==> src/core/rtc_pkg.sv <==
// Constants, field layouts and carrier types for the real-time counter core.
// Assumes a single 40 MHz bus clock that also serves as the prescaler source.
package rtc_pkg;

	// Clock figures
	localparam int CLK_PERIOD_NS = 25;

	// Register byte offsets, one aligned word each
	localparam logic [7:0] OFS_CTRL     = 8'h00;
	localparam logic [7:0] OFS_EVENT_OUTPUT_CONTROL   = 8'h04;
	localparam logic [7:0] OFS_INTERRUPT_ENABLE_CLEAR = 8'h08;
	localparam logic [7:0] OFS_INTERRUPT_ENABLE_SET = 8'h0C;
	localparam logic [7:0] OFS_FLAGS    = 8'h10;
	localparam logic [7:0] OFS_STATUS   = 8'h14;
	localparam logic [7:0] OFS_COUNT    = 8'h18;
	localparam logic [7:0] OFS_PER      = 8'h1C;
	localparam logic [7:0] OFS_CMP0     = 8'h20;
	localparam logic [7:0] OFS_CMP1     = 8'h24;
	localparam logic [7:0] OFS_MASK     = 8'h28;

	// Control word bit positions
	localparam int CTRL_SWRST    = 0;
	localparam int CTRL_ENABLE   = 1;
	localparam int CTRL_MODE_LO  = 2;
	localparam int CTRL_HOURFMT  = 6;
	localparam int CTRL_CLRMATCH = 7;
	localparam int CTRL_PRESC_LO = 8;

	// Event control bit positions
	localparam int EV_TAP_LO  = 0;
	localparam int EV_MATCH0  = 8;
	localparam int EV_MATCH1  = 9;
	localparam int EV_WRAP    = 15;

	// Flag and enable bit positions
	localparam int FL_MATCH0 = 0;
	localparam int FL_MATCH1 = 1;
	localparam int FL_SYNC   = 6;
	localparam int FL_WRAP   = 7;

	// Operating modes
	localparam logic [1:0] MODE_CNT32 = 2'h0;
	localparam logic [1:0] MODE_CNT16 = 2'h1;
	localparam logic [1:0] MODE_CAL   = 2'h2;

	// Sizes and reset values
	localparam int         TAP_N      = 8;
	localparam int         TAP_FIRST  = 2;
	localparam logic [3:0] PRESC_MAX  = 4'hA;
	localparam logic [31:0] CNT_TOP32 = 32'hFFFFFFFF;
	localparam logic [15:0] PER_RESET = 16'hFFFF;
	localparam logic [4:0] HOUR_MIDNIGHT_12 = 5'h0C;
	localparam logic [4:0] HOUR_LAST_24     = 5'h17;
	localparam logic [5:0] SEC_MIN_LAST     = 6'h3B;
	localparam logic [5:0] YEAR_LAST        = 6'h3F;
	localparam logic [3:0] MONTH_LAST       = 4'hC;

	// Control fields that are held back while enabled
	typedef struct packed {
		logic [3:0] presc;
		logic       clr_match;
		logic       hour_fmt;
		logic [1:0] mode;
	} rtc_ctrl_t;

	// Packed time/date word, seconds in the low bits
	typedef struct packed {
		logic [5:0] year;
		logic [3:0] month;
		logic [4:0] day;
		logic [4:0] hour;
		logic [5:0] minute;
		logic [5:0] second;
	} rtc_cal_t;

	// Event outputs, one-cycle pulses
	typedef struct packed {
		logic             wrap;
		logic             match0;
		logic             match1;
		logic [TAP_N-1:0] tap;
	} rtc_event_t;

	localparam rtc_ctrl_t CTRL_RESET = '{presc: 4'h0, clr_match: 1'b0, hour_fmt: 1'b0,
		mode: 2'h0};

endpackage : rtc_pkg

==> src/core/rtc_core.sv <==
// Real-time counter core: 32-bit counter, 16-bit counter with period, or
// seconds-to-year calendar with masked alarm; flags, interrupt and events.
// Assumes an AHB-Lite master on hclk; the prescaler source is hclk itself.
//
// Functional notes
// - 32-bit mode steps per tick, wraps, flags
// - 32-bit count fully readable and writable
// - 32-bit compare flags on next tick
// - Clear-on-match zeroes count, sets compare+wrap
// - 16-bit mode wraps at period, flags wrap
// - 16-bit count readable and writable
// - Each 16-bit compare flags on next tick
// - Hour format 12/24, writable only while disabled
// - Day and month start at one
// - Every fourth year gets February 29
// - Year 63 end rolls to year 0, wraps
// - Alarm compare flags on next tick
// - Mask selection picks compared alarm fields
// - Calendar clear-on-match sets alarm and wrap
// - Wrap, compare 0 or alarm, compare 1, sync each own flag
// - Enable set/clear registers, zeros ignored
// - Request while flag and enable both set
// - All requests ORed onto one line
// - Events fire with their matching flags
// - Event emitted only while enabled
// - Counting and events need no wake-up
// - Prescaler divides by two to the field
// - Tap events on prescaler bit n+2 rising
// - Sync flag raised when a control write without software reset, or a count, period, compare or mask write completes
`timescale 1ns/1ps

module rtc_core
	import rtc_pkg::*;
#(
	parameter int PRESC_BITS = 10
)
(
	input  wire logic        hclk,      // Bus and prescaler clock
	input  wire logic        hresetn,   // Asynchronous reset, active low
	input  wire logic        hsel,      // Slave select
	input  wire logic [31:0] haddr,     // Byte address
	input  wire logic [1:0]  htrans,    // Transfer type
	input  wire logic        hwrite,    // Write when high
	input  wire logic [2:0]  hsize,     // Transfer size, ignored: every size is served as a word
	input  wire logic [31:0] hwdata,    // Write data
	input  wire logic        hready,    // Bus ready
	output logic             hreadyout, // Never stalls
	output logic             hresp,     // Always OKAY
	output logic [31:0]      hrdata,    // Read data, registered
	output logic             irq,       // Combined interrupt request
	output rtc_event_t       events     // Event pulses, registered
);

	// Elaboration check: taps and divider need the full ten bits
	if (PRESC_BITS != 10)
		$error("rtc_core: PRESC_BITS must be 10");

	// Register state
	rtc_ctrl_t   ctrl_q, ctrl_d;
	logic        enable_q, enable_d;
	logic [15:0] evctl_q, evctl_d;
	logic [7:0]  inten_q, inten_d;
	logic [7:0]  flag_q, flag_d;
	logic [31:0] cnt_q, cnt_d;
	logic [15:0] per_q, per_d;
	logic [31:0] cmp0_q, cmp0_d;
	logic [15:0] cmp1_q, cmp1_d;
	logic [2:0]  mask_q, mask_d;
	logic [PRESC_BITS-1:0] presc_q, presc_d;
	rtc_event_t  ev_q, ev_d;
	logic        wr_pend_q, wr_pend_d;
	logic [7:0]  wr_addr_q, wr_addr_d;
	logic [31:0] hrdata_q, hrdata_d;

	// Working signals
	logic             tick;
	logic [PRESC_BITS-1:0] div_mask;
	logic [TAP_N-1:0] tap_rise;
	rtc_cal_t         cal;
	rtc_cal_t         alarm;
	rtc_cal_t         cal_start;
	logic [31:0]      alarm_care;
	logic             alarm_hit;
	logic             cal_top;
	logic             accept;

	// Days in a month; every year divisible by four is a leap year
	function automatic logic [4:0] month_days(input logic [3:0] m, input logic [5:0] y);
		case (m)
			4'h2:    month_days = (y[1:0] == 2'h0) ? 5'h1D : 5'h1C;
			4'h4, 4'h6, 4'h9, 4'hB: month_days = 5'h1E;
			default: month_days = 5'h1F;
		endcase
	endfunction : month_days

	// One second forward; hour is {pm, 1..12} in 12-hour form
	function automatic rtc_cal_t cal_step(input rtc_cal_t c, input logic h12);
		rtc_cal_t n;
		logic     day_over;
		n = c;
		day_over = 1'b0;
		if (c.second != SEC_MIN_LAST)
			n.second = c.second + 6'h01;
		else
		begin
			n.second = 6'h00;
			if (c.minute != SEC_MIN_LAST)
				n.minute = c.minute + 6'h01;
			else
			begin
				n.minute = 6'h00;
				if (h12)
				begin
					if (c.hour[3:0] == 4'hB)
					begin
						n.hour = {~c.hour[4], 4'hC};
						day_over = c.hour[4];
					end
					else if (c.hour[3:0] == 4'hC)
						n.hour = {c.hour[4], 4'h1};
					else
						n.hour = c.hour + 5'h01;
				end
				else if (c.hour == HOUR_LAST_24)
				begin
					n.hour = 5'h00;
					day_over = 1'b1;
				end
				else
					n.hour = c.hour + 5'h01;
			end
		end
		if (day_over)
		begin
			if (c.day != month_days(c.month, c.year))
				n.day = c.day + 5'h01;
			else
			begin
				n.day = 5'h01;
				if (c.month != MONTH_LAST)
					n.month = c.month + 4'h1;
				else
				begin
					n.month = 4'h1;
					n.year = c.year + 6'h01;
				end
			end
		end
		cal_step = n;
	endfunction : cal_step

	// Divider mask: tick when the low field bits are all ones
	always_comb
	begin
		for (int i = 0; i < PRESC_BITS; i++)
			div_mask[i] = (i < int'(ctrl_q.presc));
	end

	assign tick = enable_q && ((presc_q & div_mask) == div_mask);

	// Tap n fires as prescaler bit n+2 is about to rise
	for (genvar n = 0; n < TAP_N; n++)
	begin : g_tap
		assign tap_rise[n] = (&presc_q[n+TAP_FIRST-1:0]) & ~presc_q[n+TAP_FIRST];
	end

	// Calendar views of the count and alarm words
	assign cal       = rtc_cal_t'(cnt_q);
	assign alarm     = rtc_cal_t'(cmp0_q);
	assign cal_start = '{year: 6'h00, month: 4'h1, day: 5'h01,
		hour: ctrl_q.hour_fmt ? HOUR_MIDNIGHT_12 : 5'h00, minute: 6'h00, second: 6'h00};
	assign cal_top   = (cal.year == YEAR_LAST) && (cal.month == MONTH_LAST)
		&& (cal.day == 5'h1F) && (cal.minute == SEC_MIN_LAST) && (cal.second == SEC_MIN_LAST)
		&& (ctrl_q.hour_fmt ? (cal.hour == 5'h1B) : (cal.hour == HOUR_LAST_24));

	// Alarm field selection; zero selects nothing and never matches
	always_comb
	begin
		case (mask_q)
			3'h0:    alarm_care = 32'h00000000;
			3'h1:    alarm_care = 32'h0000003F;
			3'h2:    alarm_care = 32'h00000FFF;
			3'h3:    alarm_care = 32'h0001FFFF;
			3'h4:    alarm_care = 32'h003FFFFF;
			3'h5:    alarm_care = 32'h03FFFFFF;
			default: alarm_care = 32'hFFFFFFFF;
		endcase
	end

	assign alarm_hit = (mask_q != 3'h0) && (((cnt_q ^ cmp0_q) & alarm_care) == 32'h00000000);

	// Address phase taken only for real transfers while the bus is ready
	assign accept = hsel && hready && htrans[1];

	// Next-state of the whole block: bus writes, counting, flags, events, read data
	always_comb
	begin
		ctrl_d    = ctrl_q;
		enable_d  = enable_q;
		evctl_d   = evctl_q;
		inten_d   = inten_q;
		flag_d    = flag_q;
		cnt_d     = cnt_q;
		per_d     = per_q;
		cmp0_d    = cmp0_q;
		cmp1_d    = cmp1_q;
		mask_d    = mask_q;
		presc_d   = presc_q;
		ev_d      = '0;
		wr_pend_d = accept && hwrite;
		wr_addr_d = haddr[7:0];
		hrdata_d  = hrdata_q;

		// Prescaler and counter run on hclk alone, with no wake-up needed
		if (enable_q)
			presc_d = presc_q + 10'h001;

		if (tick)
		begin
			case (ctrl_q.mode)
				MODE_CNT32:
				begin
					if (cnt_q == cmp0_q)
					begin
						flag_d[FL_MATCH0] = 1'b1;
						ev_d.match0 = 1'b1;
					end
					if (ctrl_q.clr_match && (cnt_q == cmp0_q))
					begin
						cnt_d = 32'h00000000;
						flag_d[FL_WRAP] = 1'b1;
						ev_d.wrap = 1'b1;
					end
					else
					begin
						cnt_d = cnt_q + 32'h00000001;
						if (cnt_q == CNT_TOP32)
						begin
							flag_d[FL_WRAP] = 1'b1;
							ev_d.wrap = 1'b1;
						end
					end
				end
				MODE_CNT16:
				begin
					if (cnt_q[15:0] == cmp0_q[15:0])
					begin
						flag_d[FL_MATCH0] = 1'b1;
						ev_d.match0 = 1'b1;
					end
					if (cnt_q[15:0] == cmp1_q)
					begin
						flag_d[FL_MATCH1] = 1'b1;
						ev_d.match1 = 1'b1;
					end
					if (cnt_q[15:0] == per_q)
					begin
						cnt_d = 32'h00000000;
						flag_d[FL_WRAP] = 1'b1;
						ev_d.wrap = 1'b1;
					end
					else
						cnt_d = {16'h0000, cnt_q[15:0] + 16'h0001};
				end
				MODE_CAL:
				begin
					if (alarm_hit)
					begin
						flag_d[FL_MATCH0] = 1'b1;
						ev_d.match0 = 1'b1;
					end
					if ((ctrl_q.clr_match && alarm_hit) || cal_top)
					begin
						cnt_d = cal_start;
						flag_d[FL_WRAP] = 1'b1;
						ev_d.wrap = 1'b1;
					end
					else
						cnt_d = cal_step(cal, ctrl_q.hour_fmt);
				end
				default:
				begin
					cnt_d = cnt_q;
				end
			endcase
		end

		// Tap events need a nonzero prescaler field
		if (enable_q && (ctrl_q.presc != 4'h0))
			ev_d.tap = tap_rise;

		// Event gates: nothing leaves while its enable bit is zero
		ev_d.tap    = ev_d.tap & evctl_q[EV_TAP_LO +: TAP_N];
		ev_d.match0 = ev_d.match0 & evctl_q[EV_MATCH0];
		ev_d.match1 = ev_d.match1 & evctl_q[EV_MATCH1];
		ev_d.wrap   = ev_d.wrap & evctl_q[EV_WRAP];

		// Data phase of a write; the counter write beats a tick in the same cycle
		if (wr_pend_q)
		begin
			case (wr_addr_q)
				OFS_CTRL:
				begin
					enable_d = hwdata[CTRL_ENABLE];
					if (!enable_q)
					begin
						ctrl_d.mode      = hwdata[CTRL_MODE_LO +: 2];
						ctrl_d.hour_fmt  = hwdata[CTRL_HOURFMT];
						ctrl_d.clr_match = hwdata[CTRL_CLRMATCH];
						ctrl_d.presc     = (hwdata[CTRL_PRESC_LO +: 4] > PRESC_MAX) ?
							PRESC_MAX : hwdata[CTRL_PRESC_LO +: 4];
					end
					flag_d[FL_SYNC] = 1'b1;
				end
				OFS_EVENT_OUTPUT_CONTROL:
				begin
					if (!enable_q)
						evctl_d = hwdata[15:0];
				end
				OFS_INTERRUPT_ENABLE_CLEAR: inten_d = inten_q & ~hwdata[7:0];
				OFS_INTERRUPT_ENABLE_SET: inten_d = inten_q | hwdata[7:0];
				OFS_FLAGS:    flag_d  = flag_q & ~hwdata[7:0];
				OFS_COUNT:
				begin
					cnt_d = (ctrl_q.mode == MODE_CNT16) ? {16'h0000, hwdata[15:0]} : hwdata;
					flag_d[FL_SYNC] = 1'b1;
				end
				OFS_PER:
				begin
					per_d = hwdata[15:0];
					flag_d[FL_SYNC] = 1'b1;
				end
				OFS_CMP0:
				begin
					cmp0_d = hwdata;
					flag_d[FL_SYNC] = 1'b1;
				end
				OFS_CMP1:
				begin
					cmp1_d = hwdata[15:0];
					flag_d[FL_SYNC] = 1'b1;
				end
				OFS_MASK:
				begin
					mask_d = hwdata[2:0];
					flag_d[FL_SYNC] = 1'b1;
				end
				default:
				begin
					mask_d = mask_q;
				end
			endcase
		end

		// Hardware sets win over a clear written in the same cycle
		if (tick)
		begin
			if ((ctrl_q.mode == MODE_CNT32) && (cnt_q == cmp0_q))
				flag_d[FL_MATCH0] = 1'b1;
			if ((ctrl_q.mode == MODE_CNT32) && ((cnt_q == CNT_TOP32)
				|| (ctrl_q.clr_match && (cnt_q == cmp0_q))))
				flag_d[FL_WRAP] = 1'b1;
			if ((ctrl_q.mode == MODE_CNT16) && (cnt_q[15:0] == cmp0_q[15:0]))
				flag_d[FL_MATCH0] = 1'b1;
			if ((ctrl_q.mode == MODE_CNT16) && (cnt_q[15:0] == cmp1_q))
				flag_d[FL_MATCH1] = 1'b1;
			if ((ctrl_q.mode == MODE_CNT16) && (cnt_q[15:0] == per_q))
				flag_d[FL_WRAP] = 1'b1;
			if ((ctrl_q.mode == MODE_CAL) && alarm_hit)
				flag_d[FL_MATCH0] = 1'b1;
			if ((ctrl_q.mode == MODE_CAL) && ((ctrl_q.clr_match && alarm_hit) || cal_top))
				flag_d[FL_WRAP] = 1'b1;
		end

		// Software reset returns every register to its reset value
		if (wr_pend_q && (wr_addr_q == OFS_CTRL) && hwdata[CTRL_SWRST])
		begin
			ctrl_d   = CTRL_RESET;
			enable_d = 1'b0;
			evctl_d  = 16'h0000;
			inten_d  = 8'h00;
			flag_d   = 8'h00;
			cnt_d    = 32'h00000000;
			per_d    = PER_RESET;
			cmp0_d   = 32'h00000000;
			cmp1_d   = 16'h0000;
			mask_d   = 3'h0;
			presc_d  = '0;
		end

		// Read data taken from next values so a read right after a write sees it
		if (accept && !hwrite)
		begin
			case (haddr[7:0])
				OFS_CTRL:     hrdata_d = {20'h00000, ctrl_d.presc, ctrl_d.clr_match,
					ctrl_d.hour_fmt, 2'h0, ctrl_d.mode, enable_d, 1'b0};
				OFS_EVENT_OUTPUT_CONTROL:   hrdata_d = {16'h0000, evctl_d};
				OFS_INTERRUPT_ENABLE_CLEAR: hrdata_d = {24'h000000, inten_d};
				OFS_INTERRUPT_ENABLE_SET: hrdata_d = {24'h000000, inten_d};
				OFS_FLAGS:    hrdata_d = {24'h000000, flag_d};
				OFS_STATUS:   hrdata_d = 32'h00000000;
				OFS_COUNT:    hrdata_d = cnt_d;
				OFS_PER:      hrdata_d = {16'h0000, per_d};
				OFS_CMP0:     hrdata_d = cmp0_d;
				OFS_CMP1:     hrdata_d = {16'h0000, cmp1_d};
				OFS_MASK:     hrdata_d = {29'h00000000, mask_d};
				default:      hrdata_d = 32'h00000000;
			endcase
		end
	end

	// State registers
	always_ff @(posedge hclk or negedge hresetn)
	begin
		if (!hresetn)
		begin
			ctrl_q    <= CTRL_RESET;
			enable_q  <= 1'b0;
			evctl_q   <= 16'h0000;
			inten_q   <= 8'h00;
			flag_q    <= 8'h00;
			cnt_q     <= 32'h00000000;
			per_q     <= PER_RESET;
			cmp0_q    <= 32'h00000000;
			cmp1_q    <= 16'h0000;
			mask_q    <= 3'h0;
			presc_q   <= '0;
			ev_q      <= '0;
			wr_pend_q <= 1'b0;
			wr_addr_q <= 8'h00;
			hrdata_q  <= 32'h00000000;
		end
		else
		begin
			ctrl_q    <= ctrl_d;
			enable_q  <= enable_d;
			evctl_q   <= evctl_d;
			inten_q   <= inten_d;
			flag_q    <= flag_d;
			cnt_q     <= cnt_d;
			per_q     <= per_d;
			cmp0_q    <= cmp0_d;
			cmp1_q    <= cmp1_d;
			mask_q    <= mask_d;
			presc_q   <= presc_d;
			ev_q      <= ev_d;
			wr_pend_q <= wr_pend_d;
			wr_addr_q <= wr_addr_d;
			hrdata_q  <= hrdata_d;
		end
	end

	// Zero-wait slave; request held until flag cleared or source disabled
	assign hreadyout = 1'b1;
	assign hresp     = 1'b0;
	assign hrdata    = hrdata_q;
	assign irq       = |(flag_q & inten_q);
	assign events    = ev_q;

endmodule : rtc_core

==> config.mk <==
export PLATFORM = sky130hd
export DESIGN_NAME = rtc_core
export DESIGN_NICKNAME = d
export VERILOG_FILES = /design/src/core/rtc_pkg.sv /design/src/core/rtc_core.sv
export SDC_FILE = /design/constraint.sdc
export NUM_CORES = 1
export LEC_CHECK = 0
export ABC_CLOCK_PERIOD_IN_PS = 5800
export BUFFER_PORTS_ARGS = -buffer_cell sky130_fd_sc_hd__buf_2
export CORE_MARGIN = 10
export CORE_UTILIZATION = 35
export DETAILED_ROUTE_END_ITERATION = 7
export PLACE_DENSITY = 0.55
export SLEW_MARGIN = 20
export SYNTH_ARGS = -nofsm -noshare
export SYNTH_HDL_FRONTEND = slang
export SYNTH_SLANG_ARGS = --single-unit
==> constraint.sdc <==
create_clock -name hclk -period 5.8 [get_ports hclk]
set_clock_uncertainty 0.1 [all_clocks]
set_input_delay 0.87 -clock hclk [delete_from_list [all_inputs] [get_ports hclk]]
set_output_delay 0.87 -clock hclk [all_outputs]
set_load 0.02 [all_outputs]
* After elaboration in Yosys (flattened, before gate mapping)
Index checks and enable logic that the tools add are counted.
Word-level totals: register bits 202, output and inout port bits 46, logic and storage cells 274
Cells by class: add/sub/neg operators 9, order comparisons 11, equal/unequal tests 49, multiplexer cells 108, bitwise logic cells 29, reductions and logical operators 47
Operator list (count):
- two-way mux 32 bit | 10
- case mux 32 bit (9 select lines) | 1
- case mux 32 bit (6 select lines) | 1
- two-way mux 16 bit | 11
- case mux 32 bit (3 select lines) | 1
- two-way mux 8 bit | 9
- two-way mux 5 bit | 10
- equality test 16 bit | 3
- equality test 8 x 5 -> 1 bit (second input constant) | 6
- equality test 8 x 6 -> 1 bit (second input constant) | 6
- two-way mux 1 bit | 41
- adder 32 x 1 -> 32 bit (second input constant) | 1
- bitwise AND 32 bit | 1
- bitwise AND 8 bit | 4
- equality test 32 bit | 1
- equality test 32 bit (second input constant) | 1
- equality test 8 x 4 -> 1 bit (second input constant) | 4
- logical NOT 32 bit | 1
- XOR 32 bit | 1
- two-way mux 10 bit | 3
- two-way mux 6 bit | 4
- logical AND 1 bit | 23
- equality test 4 bit (second input constant) | 5
- adder 6 x 1 -> 6 bit (second input constant) | 3
- 58 further kinds | 102

* Depth between registers and ports, before layout
word-level depth 24, depth in mapped cells 13

* Worst setup path after synthesis
No wires, ideal clock.
path kind flip-flop to flip-flop, start point reg cnt_q[22], in the netlist cal[22], end point reg hrdata_q[28], in the netlist hrdata[28], arrival time 2970 ps, data required time 5608 ps, slack 2638 ps, stages on the path, launching flop included 12, path buffers 0, period minus slack after synthesis 3162 ps, path through dfrtp_1 > inv_1 > ha_1 > or3b_1 > mux2i_1 > o21ai_0 > nand3_1 > nor3_4 > a22oi_1 > or4b_1 > and4_4 > o31ai_2
On the way: longest elaborated chain between the ends 17, elaborated cells between the ends (all ways) 39
RTL lines:
- start, declared | RTL line rtc_core.sv:64 | logic [31:0] cnt_q, cnt_d;
- start signal, assigned | RTL line rtc_core.sv:440 | cnt_q <= cnt_d;
- equality test 4 x 3 -> 1 bit / equality test 4 bit (equally long branches) | RTL line rtc_core.sv:89 | case (m)
- OR reduction 4 bit | RTL line rtc_core.sv:89
- case mux 2 bit (2 select lines) | RTL line rtc_core.sv:89
- two-way mux 5 bit | RTL line rtc_core.sv:133 | if (day_over)
- two-way mux 5 bit | RTL line rtc_core.sv:272 | if ((ctrl_q.clr_match && alarm_hit) || cal_top)
- two-way mux 5 bit | RTL line rtc_core.sv:220 | case (ctrl_q.mode)
- two-way mux 5 bit | RTL line rtc_core.sv:218 | if (tick)
- inequality test 5 bit | RTL line rtc_core.sv:135 | if (c.day != month_days(c.month, c.year))
- two-way mux 10 bit | RTL line rtc_core.sv:135
- two-way mux 15 bit | RTL line rtc_core.sv:133
- two-way mux 32 bit | RTL line rtc_core.sv:272
- case mux 32 bit (3 select lines) * | RTL line rtc_core.sv:220
- two-way mux 32 bit * | RTL line rtc_core.sv:218
- two-way mux 32 bit | RTL line rtc_core.sv:301 | case (wr_addr_q)
- two-way mux 32 bit * | RTL line rtc_core.sv:299 | if (wr_pend_q)
- two-way mux 32 bit * | RTL line rtc_core.sv:376 | if (wr_pend_q && (wr_addr_q == OFS_CTRL) && hwdata[CTRL_SWRST])
- case mux 32 bit (9 select lines) * | RTL line rtc_core.sv:394 | case (haddr[7:0])
- end signal, assigned | RTL line rtc_core.sv:449 | hrdata_q <= hrdata_d;
- end, declared | RTL line rtc_core.sv:73 | logic [31:0] hrdata_q, hrdata_d;
Mark *: on every way between the ends. The rest lies on a longest branch, timed or not. The select of a mux whose other input is x is not followed. A chain may end at the register's enable or synchronous reset.

* Final worst setup path
start point reg cnt_q[9], in the netlist cal[9], end point reg hrdata_q[7], in the netlist hrdata[7]
On the way: elaborated cells between the ends (all ways) 43
RTL lines:
- XOR 32 bit | RTL line rtc_core.sv:190 | assign alarm_hit = (mask_q != 3'h0) && (((cnt_q ^ cmp0_q) & alarm_care) == 32'h00000000);
- bitwise AND 32 bit | RTL line rtc_core.sv:190
- logical NOT 32 bit | RTL line rtc_core.sv:190
- logical AND 1 bit | RTL line rtc_core.sv:190
- logical AND 1 bit | RTL line rtc_core.sv:272
- logical OR 1 bit | RTL line rtc_core.sv:272
- two-way mux 32 bit | RTL line rtc_core.sv:272
- case mux 32 bit (3 select lines) * | RTL line rtc_core.sv:220
- two-way mux 32 bit * | RTL line rtc_core.sv:218
- two-way mux 32 bit | RTL line rtc_core.sv:301
- two-way mux 32 bit * | RTL line rtc_core.sv:299
- two-way mux 32 bit * | RTL line rtc_core.sv:376
- named net cnt_d[7] | RTL line rtc_core.sv:64
- case mux 32 bit (9 select lines) * | RTL line rtc_core.sv:394
Mark *: on every way through the listed nets, which the timed path passes. The rest lies on a longest branch.

==> out/metrics.csv <==
stage,metric,value,unit
status,status,completed,
logic_synthesis,Yosys cell types,92,
clock_network,CTS buffer count,24,
logic_synthesis,Synth Instances,1416,
detailed_routing,initial DRC count,1170,
floorplanning,die height,209.6,µm
min_path,Hold Path Class,primary input to asynchronous set/reset pin,
global_route,total track usage,20.03,%
worst_setup_path,reg2reg path depth,9,
detailed_routing,WL per Instance,23.45,µm
sta,period utilization,73.38,%
logic_synthesis,Post-synth EDFFs,0,
clock_network,hold_buf cts,0,
clock_network,Setup Buffers After CTS,0,
detailed_routing,DR vias,11338,
detailed_routing,Residual DRC,0,
logic_synthesis,Synthesized Nets,1513,
worst_setup_path,Worst setup EP type,flop,
logic_synthesis,"Cell Area, Synth",12580,µm²
sta,fin crit period,4.256,ns
detailed_routing,number of detailed-route iterations in the first pass,5,
worst_setup_path,WP data required,6.13,ns
sta,"Slew Viols, Final",0,
global_route,first-pass GRT wire length,70300,µm
worst_setup_path,reg2reg start,cal[9],
clock_network,sink count of the clock tree,202,
global_route,pin count of the biggest net entering global routing,117,
sta,Worst slew margin,23.28,%
final_layout,Final #Nets,1548,
logic_synthesis,Post-synth ARST share,100.0,%
logic_synthesis,Avg Inst Size Synth,8.885,µm²
detailed_routing,DRT Wirelength,45260,µm
sta,RSZ-0062 raised after global routing,no,
job,MaxCap Viol Count,0,
floorplanning,I/O pins,120,
final_layout,share of cells above drive strength 1,14.17,%
clock_network,CTS tree,done,
clock_network,later-pin clock latency in the skew report,0.56,ns
sta,fmax,0.2350,GHz
worst_setup_path,R2R setup slack,1.54,ns
sta,Hold Worst Slack,0.2770,ns
sta,"Setup violations, final",0,
logic_synthesis,dominant cell type by area after synthesis,dfrtp_1,
placement,Port Buffer Count,89,
global_route,total grt overflow,0,
global_route,initial antenna violation count,1,
global_route,vias in the first global route,11304,
worst_setup_path,Crit Path Class,flop to flop,
sta,Least-Margin Pin Slew,1.147,ns
worst_setup_path,Crit Path Max Fanout,13,
sta,Hold Fails Final Rpt,0,
logic_synthesis,synth warn,0,
detailed_routing,drt via density,5.875,
final_layout,Filler cells,3555,
power_and_ir_drop,Cell Pwr Density,246.2,nW/µm²
logic_synthesis,flop and latch count out of synthesis,202,
logic_synthesis,most common flop cell mapped by yosys,dfrtp_1,
clock_network,"Clk pin slew, worst setup/hold paths",0.06,ns
logic_synthesis,top post-synthesis cells by area,"dfrtp_1 (37%), mux2i_1 (6.6%), nor2_1 (4.9%), xor2_1 (3.8%), nand2_1 (3.7%)",
final_layout,Area Overhead vs Synth,13.20,%
power_and_ir_drop,Leak,6.567,nW
logic_synthesis,Synth top area share,37.00,%
floorplanning,FP Rows,69,
detailed_routing,Routed Antenna Nets,0,
floorplanning,Die W,209.6,µm
worst_setup_path,Worst R2R End,hrdata[7],
worst_setup_path,arrival time at the worst endpoint,4.58,ns
floorplanning,Starting Density,35.46,%
floorplanning,core area,35480,µm²
sta,setup_tns,0,ns
placement,hpwl dp,32770,µm
worst_setup_path,Worst setup SP type,flop,
floorplanning,Die ar.,43930,µm²
clock_network,Root Buffer,clkbuf_16,
final_layout,flip-flop and latch area,5075,µm²
logic_synthesis,"Seq/Total Area, Yosys",40.34,%
clock_network,post-cts resize count,0,
clock_network,Max Root-Sink Buffers,3,
clock_network,H-tree Lvls,1,
placement,gpl congestion,0.9249,
final_layout,multi-input logic area,6974,µm²
power_and_ir_drop,Max VDD drop,0.1787,mV
area by class of cell:
| type | count | share of cell area [%] |
|---|---|---|
| inverter | 28 | 0.7380 |
| tap | 461 | 4.050 |
| antenna | 1 | 0.01757 |
| multi-input combinational | 1080 | 48.97 |
| sequential | 202 | 35.64 |
| clock buffer | 35 | 4.929 |
| timing repair buffer | 115 | 4.656 |
| clock inverter | 8 | 1.002 |
cells in the final DEF (no fill, tap or decap), types with 29 or more instances in the layout:
master / count
nand2_1: 123
nor2_1: 164
and3_1: 29
o21ai_0: 63
buf_2: 88
nor3_1: 61
dfrtp_1: 186
mux2i_1: 83
nand3_1: 46
xor2_1: 55
a21oi_1: 77
critical path, cell delays in order (launching register included):
cell,delay [ns]
dfrtp_1,0.59
xor2_1,0.25
nor4_1,0.93
nor3b_1,0.46
o221a_2,0.34
a21o_1,0.54
o221ai_2,0.16
a22o_1,0.29
a221o_1,0.34
a21o_1,0.15
per-stage QoR:
stage / setup WS (ns) / power (W) / area, µm² / util [%] / instances
6_report: 1.544 / 0.003506 / 14240 / 40.14 / 1930
5_1_grt: 1.409 / 0.003641 / 14240 / 40.13 / 1929
4_1_cts: 1.705 / 0.003531 / 14230 / 40.10 / 1929
3_5_place_dp: 1.723 / 0.001908 / 13380 / 37.72 / 1886
3_3_place_gp: 1.775 / 0.001901 / 13380 / 37.72 / 1886
2_1_floorplan: 2.638 / 0.001774 / 12580 / - / 1416
where the power goes:
part / switching (W) / internal, W / total, W
combinational: 0.000189 / 0.000119 / 0.000307
sequential: 0.0000948 / 0.00149 / 0.00158
clock: 0.000642 / 0.000976 / 0.00162
registers in the layout, indices dropped and copies added (netlist names), 3 cells and up:
register,count
alarm,32
cal,32
cmp1_q,16
ctrl_q,8
evctl_q,16
events,11
flag_q,8
hrdata,32
inten_q,8
mask_q,3
per_q,16
presc_q,10
wr_addr_q,8
metal layers:
layer	track usage [%]	share of wire, %
met1	28.54	47
met2	30.72	45
met3	3.682	7.1
met4	4.540	1.7
met5	0	0
how the worst max path moves through the flow:
stage	start	to	slack, ns	cells after the start
2_1_floorplan	cal[22]	hrdata[28]	2.64	11
3_3_place_gp	cal[15]	hrdata[5]	1.78	9
3_5_place_dp	cal[9]	hrdata[7]	1.72	9
4_1_cts	cal[9]	hrdata[7]	1.70	9
5_1_grt	cal[14]	hrdata[13]	1.41	8
6_report	cal[9]	hrdata[7]	1.54	9
cells in the mapped netlist (29+ instances only):
cell type / instances
dfrtp_1: 186
nor2_1: 165
nand2_1: 123
mux2i_1: 83
a21oi_1: 78
clkbuf_1: 66
o21ai_0: 63
nor3_1: 61
xor2_1: 55
nand3_1: 48
and3_1: 29
cells by family (layout without fill, tap and decap cells):
| kind of cell | after synthesis | count (layout) | share of synthesized area, % |
|---|---|---|---|
| compound gates | 335 | 335 | 18.60 |
| fa+ha+maj | 24 | 24 | 2.367 |
| other cells | 2 | 3 | 0.05969 |
| xor+xnor | 77 | 77 | 5.480 |
| flops | 202 | 202 | 40.34 |
| mux | 85 | 85 | 6.783 |
| buf+inv | 134 | 186 | 4.515 |
| simple gates | 557 | 557 | 21.86 |
Power figures use the tool's default switching activity.
